**src/rtl/iob_pkg.sv**
```systemverilog
// constants for the internal oscillator block
package iob_pkg;
  // configuration and select encodings
  localparam logic [2:0] OSC_CFG_INTERNAL = 3'h4;
  localparam logic [3:0] FREQ_SEL_LF      = 4'h0;
  localparam logic [3:0] FREQ_SEL_HF_MIN  = 4'hA;
  localparam logic [3:0] FREQ_SEL_MF_MIN  = 4'h1;
  localparam logic [3:0] FREQ_SEL_MF_MAX  = 4'h9;
  localparam logic [5:0] TRIM_RESET       = 6'h00;
  // clock rates
  localparam int CLK_HZ      = 20000000;
  localparam int HF_HZ       = 16000000;
  localparam int MF_HZ       = 500000;
  localparam int LF_HZ       = 31000;
  localparam int PLL_MULT    = HF_HZ / MF_HZ;
  // settling times in microseconds
  localparam int START_US    = 5;
  localparam int LOCK_US     = 20;
  localparam int STABLE_US   = 50;
  localparam int START_CYC   = (START_US * CLK_HZ + 999999) / 1000000;
  localparam int LOCK_CYC    = (LOCK_US * CLK_HZ + 999999) / 1000000;
  localparam int STABLE_CYC  = (STABLE_US * CLK_HZ + 999999) / 1000000;
  localparam int CNT_W       = 11;
  localparam logic [CNT_W-1:0] CNT_ZERO = 11'h000;
  localparam logic [CNT_W-1:0] CNT_ONE  = 11'h001;
  // clock switch sync length in target enables
  localparam logic [1:0] SYNC_EDGES = 2'h2;
  typedef enum logic [1:0] {
    IOB_SRC_LF = 2'b00,
    IOB_SRC_MF = 2'b01,
    IOB_SRC_HF = 2'b10
  } iob_src_t;
  typedef enum logic [1:0] {
    IOB_SW_RUN  = 2'b00,
    IOB_SW_WAIT = 2'b01,
    IOB_SW_SYNC = 2'b10
  } iob_sw_t;
endpackage : iob_pkg

```
**src/rtl/iob_internal_osc.sv**
```systemverilog
// internal oscillator block: sources, postscaler, switch and status
`timescale 1ns/1ps
// Overview of operation
// - internal config selects block after every reset
// - software switches to internal via select field
// - clock pins become io, output optional
// - 16 MHz derived from 500 kHz by loop
// - uncalibrated 31 kHz third internal source
// - trim register adjusts high and medium rates
// - high rate through postscaler, 4-bit select
// - nine medium-derived rates from same field
// - high enabled: hf select and internal/1x
// - medium enabled: any non-low select and internal/1x
// - startup delay before switching to high source
// - hf ready while high oscillator runs
// - hf locked within 2 percent
// - hf stable within 0.5 percent
// - mf ready while medium oscillator runs
// - two oscillators plus loop, three sources
module iob_internal_osc (
  // clock and reset
  input  wire logic       clk,
  input  wire logic       arst_n,
  // configuration word
  input  wire logic [2:0] osc_config_select,
  input  wire logic       clk_pin_output_enable,
  // control register fields
  input  wire logic [1:0] sys_clk_source_select,
  input  wire logic [3:0] internal_freq_select,
  input  wire logic [5:0] osc_trim_reg,
  // clock pins as general io
  input  wire logic       clock_input_pin,
  input  wire logic       clock_output_pin_gpio_out,
  input  wire logic       clock_output_pin_gpio_oe,
  output logic            clock_input_pin_gpio_in,
  output logic            clock_output_pin,
  output logic            clock_output_pin_oe,
  // system clock enable and selection
  output logic            sys_clk_en,
  output logic            internal_osc_mode,
  output logic [1:0]      active_source,
  // status register bits
  output logic            hf_ready_flag,
  output logic            hf_locked_flag,
  output logic            hf_stable_flag,
  output logic            mf_ready_flag,
  output logic            lf_tick
);

  localparam int CNT_W_L = iob_pkg::CNT_W;
  // accumulator steps: a carry out of 24 bits is one source tick,
  // so the step is the source rate as a fraction of clk
  localparam logic [23:0] MF_STEP =
    24'((64'(iob_pkg::MF_HZ) << 24) / iob_pkg::CLK_HZ);
  localparam logic [23:0] HF_STEP =
    24'(iob_pkg::PLL_MULT * int'(MF_STEP));
  localparam logic [23:0] LF_STEP =
    24'((64'(iob_pkg::LF_HZ) << 24) / iob_pkg::CLK_HZ);

  logic                      rst_s1;
  logic                      rst_n;
  // trim sign-extended to the full sum width, so negative trim
  // never wraps into the carry
  logic [24:0]               trim_ext;
  logic                      post_wrap;
  logic [2:0]                pin_sync;
  logic                      sel_internal;
  logic                      hf_req;
  logic                      mf_req;
  logic                      hf_en;
  logic                      mf_en;
  logic [CNT_W_L-1:0]        hf_cnt;
  logic [CNT_W_L-1:0]        mf_cnt;
  logic [23:0]               mf_acc;
  logic [23:0]               hf_acc;
  logic [23:0]               lf_acc;
  logic                      mf_tick;
  logic                      hf_tick;
  logic [8:0]                post_cnt;
  logic                      post_tick;
  logic                      tgt_tick;
  iob_pkg::iob_src_t         cur_src;
  iob_pkg::iob_src_t         tgt_src;
  iob_pkg::iob_src_t         next_src;
  iob_pkg::iob_sw_t          sw_state;
  logic [1:0]                sync_cnt;
  logic [3:0]                cur_div;

  assign trim_ext = {{19{osc_trim_reg[5]}}, osc_trim_reg};

  // per-select postscale length in source ticks, log2
  function automatic logic [3:0] div_log2(input logic [3:0] sel);
    if (sel >= iob_pkg::FREQ_SEL_HF_MIN)
      div_log2 = 4'hF - sel;
    else if (sel >= iob_pkg::FREQ_SEL_MF_MIN)
      div_log2 = iob_pkg::FREQ_SEL_MF_MAX - sel;
    else
      div_log2 = 4'h0;
  endfunction : div_log2

  function automatic iob_pkg::iob_src_t src_of(input logic [3:0] sel);
    if (sel == iob_pkg::FREQ_SEL_LF)
      src_of = iob_pkg::IOB_SRC_LF;
    else if (sel >= iob_pkg::FREQ_SEL_HF_MIN)
      src_of = iob_pkg::IOB_SRC_HF;
    else
      src_of = iob_pkg::IOB_SRC_MF;
  endfunction : src_of

  // reset release through two flops
  always_ff @(posedge clk or negedge arst_n) begin
    if (!arst_n) begin
      rst_s1 <= 1'b0;
      rst_n  <= 1'b0;
    end else begin
      rst_s1 <= 1'b1;
      rst_n  <= rst_s1;
    end
  end

  // pin input sync; stage 1 read only by stage 2
  always_ff @(posedge clk or negedge rst_n) begin
    if (!rst_n) begin
      pin_sync <= 3'h0;
      clock_input_pin_gpio_in <= 1'b0;
    end else begin
      pin_sync <= {pin_sync[1:0], clock_input_pin};
      if (pin_sync[1] == pin_sync[2])
        clock_input_pin_gpio_in <= pin_sync[2];
    end
  end

  // config selects internal from reset on; 1x selects at run time
  assign sel_internal = (osc_config_select == iob_pkg::OSC_CFG_INTERNAL)
                        || sys_clk_source_select[1];
  assign internal_osc_mode = sel_internal;

  // the high source is built on the medium one, so both run for hf
  assign hf_req = sel_internal
                  && (src_of(internal_freq_select) == iob_pkg::IOB_SRC_HF);
  assign mf_req = sel_internal
                  && (src_of(internal_freq_select) != iob_pkg::IOB_SRC_LF);
  assign hf_en  = hf_req;
  assign mf_en  = mf_req || hf_req;

  // clock output pin: gpio unless configured as clock out
  always_ff @(posedge clk or negedge rst_n) begin
    if (!rst_n) begin
      clock_output_pin    <= 1'b0;
      clock_output_pin_oe <= 1'b0;
    end else if (sel_internal && clk_pin_output_enable) begin
      clock_output_pin    <= post_cnt[1];
      clock_output_pin_oe <= 1'b1;
    end else begin
      clock_output_pin    <= clock_output_pin_gpio_out;
      clock_output_pin_oe <= clock_output_pin_gpio_oe;
    end
  end

  // medium rate: phase accumulator, trim nudges the step
  always_ff @(posedge clk or negedge rst_n) begin
    if (!rst_n) begin
      mf_acc  <= 24'h000000;
      mf_tick <= 1'b0;
    end else if (!mf_en) begin
      mf_acc  <= 24'h000000;
      mf_tick <= 1'b0;
    end else begin
      {mf_tick, mf_acc} <= {1'b0, mf_acc}
        + {1'b0, MF_STEP} + trim_ext;
    end
  end

  // high rate: loop multiplies the trimmed medium step
  always_ff @(posedge clk or negedge rst_n) begin
    if (!rst_n) begin
      hf_acc  <= 24'h000000;
      hf_tick <= 1'b0;
    end else if (!hf_en || !hf_locked_flag) begin
      hf_acc  <= 24'h000000;
      hf_tick <= 1'b0;
    end else begin
      {hf_tick, hf_acc} <= {1'b0, hf_acc}
        + {1'b0, HF_STEP}
        + 25'(iob_pkg::PLL_MULT * 32'(signed'(osc_trim_reg)));
    end
  end

  // low rate runs free, untrimmed
  always_ff @(posedge clk or negedge rst_n) begin
    if (!rst_n) begin
      lf_acc <= 24'h000000;
      lf_tick <= 1'b0;
    end else begin
      {lf_tick, lf_acc} <= {1'b0, lf_acc}
        + {1'b0, LF_STEP};
    end
  end

  // startup and settle counters, cleared when disabled
  always_ff @(posedge clk or negedge rst_n) begin
    if (!rst_n)
      mf_cnt <= iob_pkg::CNT_ZERO;
    else if (!mf_en)
      mf_cnt <= iob_pkg::CNT_ZERO;
    else if (mf_cnt < CNT_W_L'(iob_pkg::START_CYC))
      mf_cnt <= mf_cnt + iob_pkg::CNT_ONE;
  end

  always_ff @(posedge clk or negedge rst_n) begin
    if (!rst_n)
      hf_cnt <= iob_pkg::CNT_ZERO;
    else if (!hf_en)
      hf_cnt <= iob_pkg::CNT_ZERO;
    else if (hf_cnt < CNT_W_L'(iob_pkg::STABLE_CYC))
      hf_cnt <= hf_cnt + iob_pkg::CNT_ONE;
  end

  always_ff @(posedge clk or negedge rst_n) begin
    if (!rst_n) begin
      mf_ready_flag  <= 1'b0;
      hf_ready_flag  <= 1'b0;
      hf_locked_flag <= 1'b0;
      hf_stable_flag <= 1'b0;
    end else begin
      mf_ready_flag  <= mf_en
        && (mf_cnt >= CNT_W_L'(iob_pkg::START_CYC));
      hf_ready_flag  <= hf_en
        && (hf_cnt >= CNT_W_L'(iob_pkg::START_CYC));
      hf_locked_flag <= hf_en
        && (hf_cnt >= CNT_W_L'(iob_pkg::LOCK_CYC));
      hf_stable_flag <= hf_en
        && (hf_cnt >= CNT_W_L'(iob_pkg::STABLE_CYC));
    end
  end

  // requested source, forced low when not internal
  assign next_src = sel_internal ? src_of(internal_freq_select)
                                 : iob_pkg::IOB_SRC_LF;

  always_comb begin
    case (tgt_src)
      iob_pkg::IOB_SRC_HF: tgt_tick = hf_tick;
      iob_pkg::IOB_SRC_MF: tgt_tick = mf_tick;
      default:             tgt_tick = lf_tick;
    endcase
  end

  // glitch-free switch: wait ready, then count target edges
  always_ff @(posedge clk or negedge rst_n) begin
    if (!rst_n) begin
      sw_state <= iob_pkg::IOB_SW_RUN;
      cur_src  <= iob_pkg::IOB_SRC_LF;
      tgt_src  <= iob_pkg::IOB_SRC_LF;
      sync_cnt <= 2'h0;
    end else begin
      case (sw_state)
        iob_pkg::IOB_SW_RUN: begin
          if (next_src != cur_src) begin
            tgt_src  <= next_src;
            sync_cnt <= 2'h0;
            sw_state <= iob_pkg::IOB_SW_WAIT;
          end
        end
        iob_pkg::IOB_SW_WAIT: begin
          if (next_src != tgt_src)
            sw_state <= iob_pkg::IOB_SW_RUN;
          else if ((tgt_src == iob_pkg::IOB_SRC_LF)
                   || (tgt_src == iob_pkg::IOB_SRC_MF && mf_ready_flag)
                   || (tgt_src == iob_pkg::IOB_SRC_HF && hf_ready_flag))
            sw_state <= iob_pkg::IOB_SW_SYNC;
        end
        iob_pkg::IOB_SW_SYNC: begin
          if (next_src != tgt_src)
            sw_state <= iob_pkg::IOB_SW_RUN;
          else if (tgt_tick) begin
            if (sync_cnt == iob_pkg::SYNC_EDGES - 2'h1) begin
              cur_src  <= tgt_src;
              sw_state <= iob_pkg::IOB_SW_RUN;
            end else begin
              sync_cnt <= sync_cnt + 2'h1;
            end
          end
        end
        default: sw_state <= iob_pkg::IOB_SW_RUN;
      endcase
    end
  end

  always_comb begin
    case (cur_src)
      iob_pkg::IOB_SRC_HF: post_tick = hf_tick;
      iob_pkg::IOB_SRC_MF: post_tick = mf_tick;
      default:             post_tick = lf_tick;
    endcase
  end

  // wrap after exactly 2^cur_div source ticks
  assign post_wrap = post_cnt == ((9'h001 << cur_div) - 9'h001);

  // postscaler: divisor latched only at a wrap to avoid runt periods
  always_ff @(posedge clk or negedge rst_n) begin
    if (!rst_n) begin
      post_cnt <= 9'h000;
      cur_div  <= 4'h0;
      sys_clk_en <= 1'b0;
    end else begin
      sys_clk_en <= 1'b0;
      if (post_tick) begin
        if (post_wrap) begin
          post_cnt   <= 9'h000;
          cur_div    <= div_log2(internal_freq_select);
          sys_clk_en <= 1'b1;
        end else begin
          post_cnt <= post_cnt + 9'h001;
        end
      end
    end
  end

  assign active_source = cur_src;

endmodule : iob_internal_osc

```
**config.mk**
```make
export PLATFORM = sky130hd
export DESIGN_NAME = iob_internal_osc
export DESIGN_NICKNAME = d
export VERILOG_FILES = /design/src/rtl/iob_pkg.sv /design/src/rtl/iob_internal_osc.sv
export SDC_FILE = /design/constraint.sdc
export NUM_CORES = 1
export LEC_CHECK = 0
export BUFFER_PORTS_ARGS = -buffer_cell sky130_fd_sc_hd__clkbuf_2
export CORE_ASPECT_RATIO = 1.1
export CORE_UTILIZATION = 30
export CTS_CLUSTER_SIZE = 10
export DETAILED_ROUTE_END_ITERATION = 16
export HOLD_SLACK_MARGIN = 0.02
export PLACE_DENSITY = 0.44
export SYNTH_ARGS = -nofsm -noshare
export SYNTH_HDL_FRONTEND = slang
export SYNTH_SLANG_ARGS = --single-unit
```
**constraint.sdc**
```tcl
create_clock -name clk -period 3.4 [get_ports clk]
set_input_delay 0.68 -clock clk [delete_from_list [all_inputs] [get_ports clk]]
set_output_delay 0.68 -clock clk [all_outputs]
set_load 0.02 [all_outputs]
```
==> qor.csv <==
stage,metric,value,unit
timing,finalCritPeriodShare,0.907,
timing,timing.clock.skew,0.00965,ns
synthesis,synth_seq_cells,124,
finish,area_growth,18.6,%
routing,dr.pass1.iters,4,
synthesis,synth-xor-area-share,0.0703,
finish,diodes,0,
timing,slew_viol_final,0,
die,core_area,0.0261,mm^2
synthesis,netlist_top_cells_area,"dfrtp_1 39%, ha_1 16%, inv_1 4.3%, nor2_1 4.0%, xnor2_1 3.5%",
routing,routed_via_density,4.66,
finish,utilization,0.362,
place,dp_hpwl,12500,um
power,peakVddDrop,324,uV
critical_path,start_kind,register,
routing,drt_wl_total,16900,um
clock_network,cts_max_path_buffers,2,
timing,final.setup.worst_slack,0.318,ns
synthesis,synthSimpleGateAreaFrac,0.159,
die,fp-row-count,62,
timing,fin_crit,3.08,ns
clock_network,cts_setup_buffers,0,
routing,via_count,5993,
finish,num-nets-final,1043,
global_route,grt.overflow.total,0,
place,place.gp.congestion,0.765,
clock_network,post_cts_resized,0,
routing,drc_errors,0,
clock_network,root_buffer,clkbuf_16,
clock_network,cts_tree,yes,
critical_path,r2r_slack,0.32,ns
critical_path,max_stage_delay,0.58,ns
clock_network,clkLatencyLatePin,0.42,ns
finish,drive_gt1_frac,0.127,
die,start_util,0.305,
critical_path,end_kind,register,
critical_path,critPathSlowestCell,or4b_1,
synthesis,synth_fp_nets,968,
timing,fmax,0.324,GHz
clock_network,htreeDepth,4,
routing,wire_per_inst,13.1,um
critical_path,worstPathMaxFanout,5,
global_route,use_met1,0.179,
die,die_h,173,um
global_route,gr-max-usage-layer,met2,
global_route,antenna_found_initial,0,
status,status,completed,
timing,final_hold_viol_count,0,
routing,ant_nets,0,
place,pre_cts_slack,-0.113,ns
job,drv_cap,0,
power,p_leak,4.66,nW
global_route,grt_util_met3,0.0276,
critical_path,crit_required,3.71,ns
synthesis,yosysMostFrequentCell,dfrtp_1,
global_route,grt_pass1_wl,29600,um
synthesis,synth_common_cells,"124 x dfrtp_1, 99 x ha_1, 92 x inv_1",
synthesis,synth_mux_area_frac,0.0220,
die,ioPinCount,33,
synthesis,synth.top_cell.area_share,0.389,
synthesis,yosysWarnings,0,
timing,maxSlewHeadroom,0.493,
synthesis,yosysTopAreaCell,dfrtp_1,
critical_path,critPathArrivalTime,3.39,ns
synthesis,avgSynthCellArea,9.43,um^2
synthesis,synthDistinctLibCells,67,
clock_network,cts.sinks,124,
synthesis,ys_seq_area_frac,0.389,
global_route,grt_pass1_vias,6197,
critical_path,crit_chain,or4_4 > ha_1 > nor3_1 > a21oi_1 > o21ai_0 > xor2_1 > or4b_1 > nand2b_4 > mux2_4,
die,die_w,157,um
clock_network,clk_pin_slew,0.07,ns
synthesis,synthCells,846,
timing,rsz0062_at_grt,no,
timing,tightest_slew,0.760,ns
global_route,grtUsageTotal,0.136,
die,dieArea,0.0272,mm^2
clock_network,cts_hold_buffers,1,
synthesis,ys.flop_type,dfrtp_1,
critical_path,critPathKind,reg -> reg,
worst_hold_path,hold_path_class,reg -> reg,
clock_network,numCtsBuffers,17,
synthesis,synth_edf_count,0,
synthesis,netlist_area,0.00798,mm^2
routing,drt_iter0_markers,238,
global_route,grt_max_degree,55,
place,portBuffers,31,
synthesis,synth_top_family_by_area,adder cells,
power,power_density,614,mW/mm^2
global_route,use_met2,0.223,
synthesis,synth_compound_area_frac,0.144,
synthesis,synth_fa_ha_area_frac,0.162,
timing,setup_viol,0,
synthesis,synthArstFlopShare,1.00,
sequential cells by signal, summed over array words and instances (netlist names), 3 cells and up:
name and cells:
mf_acc 24, lf_acc 22, hf_acc 19, hf_cnt 11, mf_cnt 11, post_cnt 9
cur_div 4, pin_sync 3
metal layers:
layer  vias up  routed length (um)
met5         -                   0
met4         0                 233
met3        17                 376
met2        55                7860
met1      2825                8440
li1       3096                   -
report_power, final:
group | leakage (nW) | switching (mW) | internal (mW) | total, mW
clock network | 0.302 | 0.767 | 1.13 | 1.90
logic | 2.75 | 1.21 | 0.968 | 2.18
registers | 1.61 | 0.0904 | 1.64 | 1.73
final cells by class:
cell class,count,area (um^2)
tap,352,440
clock inverter,14,170
sequential,124,3110
fill,2695,16700
multi-input combinational,611,4450
timing repair buffer,74,505
inverter,93,349
clock buffer,18,439
cells by family after synthesis:
| family | Yosys count |
|---|---|
| XOR/XNOR | 64 |
| flip-flops | 124 |
| AO/OA/AOI/OAI | 173 |
| buffers and inverters | 111 |
| other | 1 |
| AND/OR/NAND/NOR | 255 |
| adder cells (fa/ha/maj) | 102 |
| multiplexers | 16 |
worst paths after layout:
kind,start,endpoint,depth (start not counted)
min in group asynchronous,rst_n,hf_acc[9],0
worst max-delay path,cur_div[3],cur_div[0],9
worst min register to register,pin_sync[0],pin_sync[1],0
max in group asynchronous,rst_n,sw_state[0],2
worst max register to register,cur_div[3],cur_div[0],9
worst min-delay path,pin_sync[0],pin_sync[1],0
cells in the final DEF, fill, tap and decap left out, drive strengths merged, types with 32 or more instances in the layout:
master,synthesis,final
ha,99,99
dfrtp,124,124
nand2,49,49
o21ai,38,38
nor2,86,86
buf,1,42
clkbuf,17,49
xnor2,32,32
inv,93,103
xor2,32,32
a21oi,43,43
critical path: cells and delay by family (launching register included):
kind                     cells  cell delay, ns
AND/OR/NAND/NOR              4            1.53
flip-flops                   1            0.38
multiplexers                 1            0.32
AO/OA/AOI/OAI                2            0.30
adder cells (fa/ha/maj)      1            0.27
XOR/XNOR                     1            0.17
stage by stage:
step / instances / total power, mW / cell area (um^2) / hold slack [ns] / TNS [ns]
finish: 1286 / 5.81 / 9460 / 0.349 / 0
global route: 1286 / 6.29 / 9460 / 0.335 / 0
CTS: 1286 / 5.91 / 9460 / 0.338 / 0
detailed placement: 1253 / 3.96 / 8840 / 0.336 / -0.448
global placement: 1253 / 3.96 / 8840 / 0.334 / -0.307
floorplan: 846 / 3.33 / 7980 / 0.331 / 0
No activity file was read; power rests on OpenSTA's default activity.
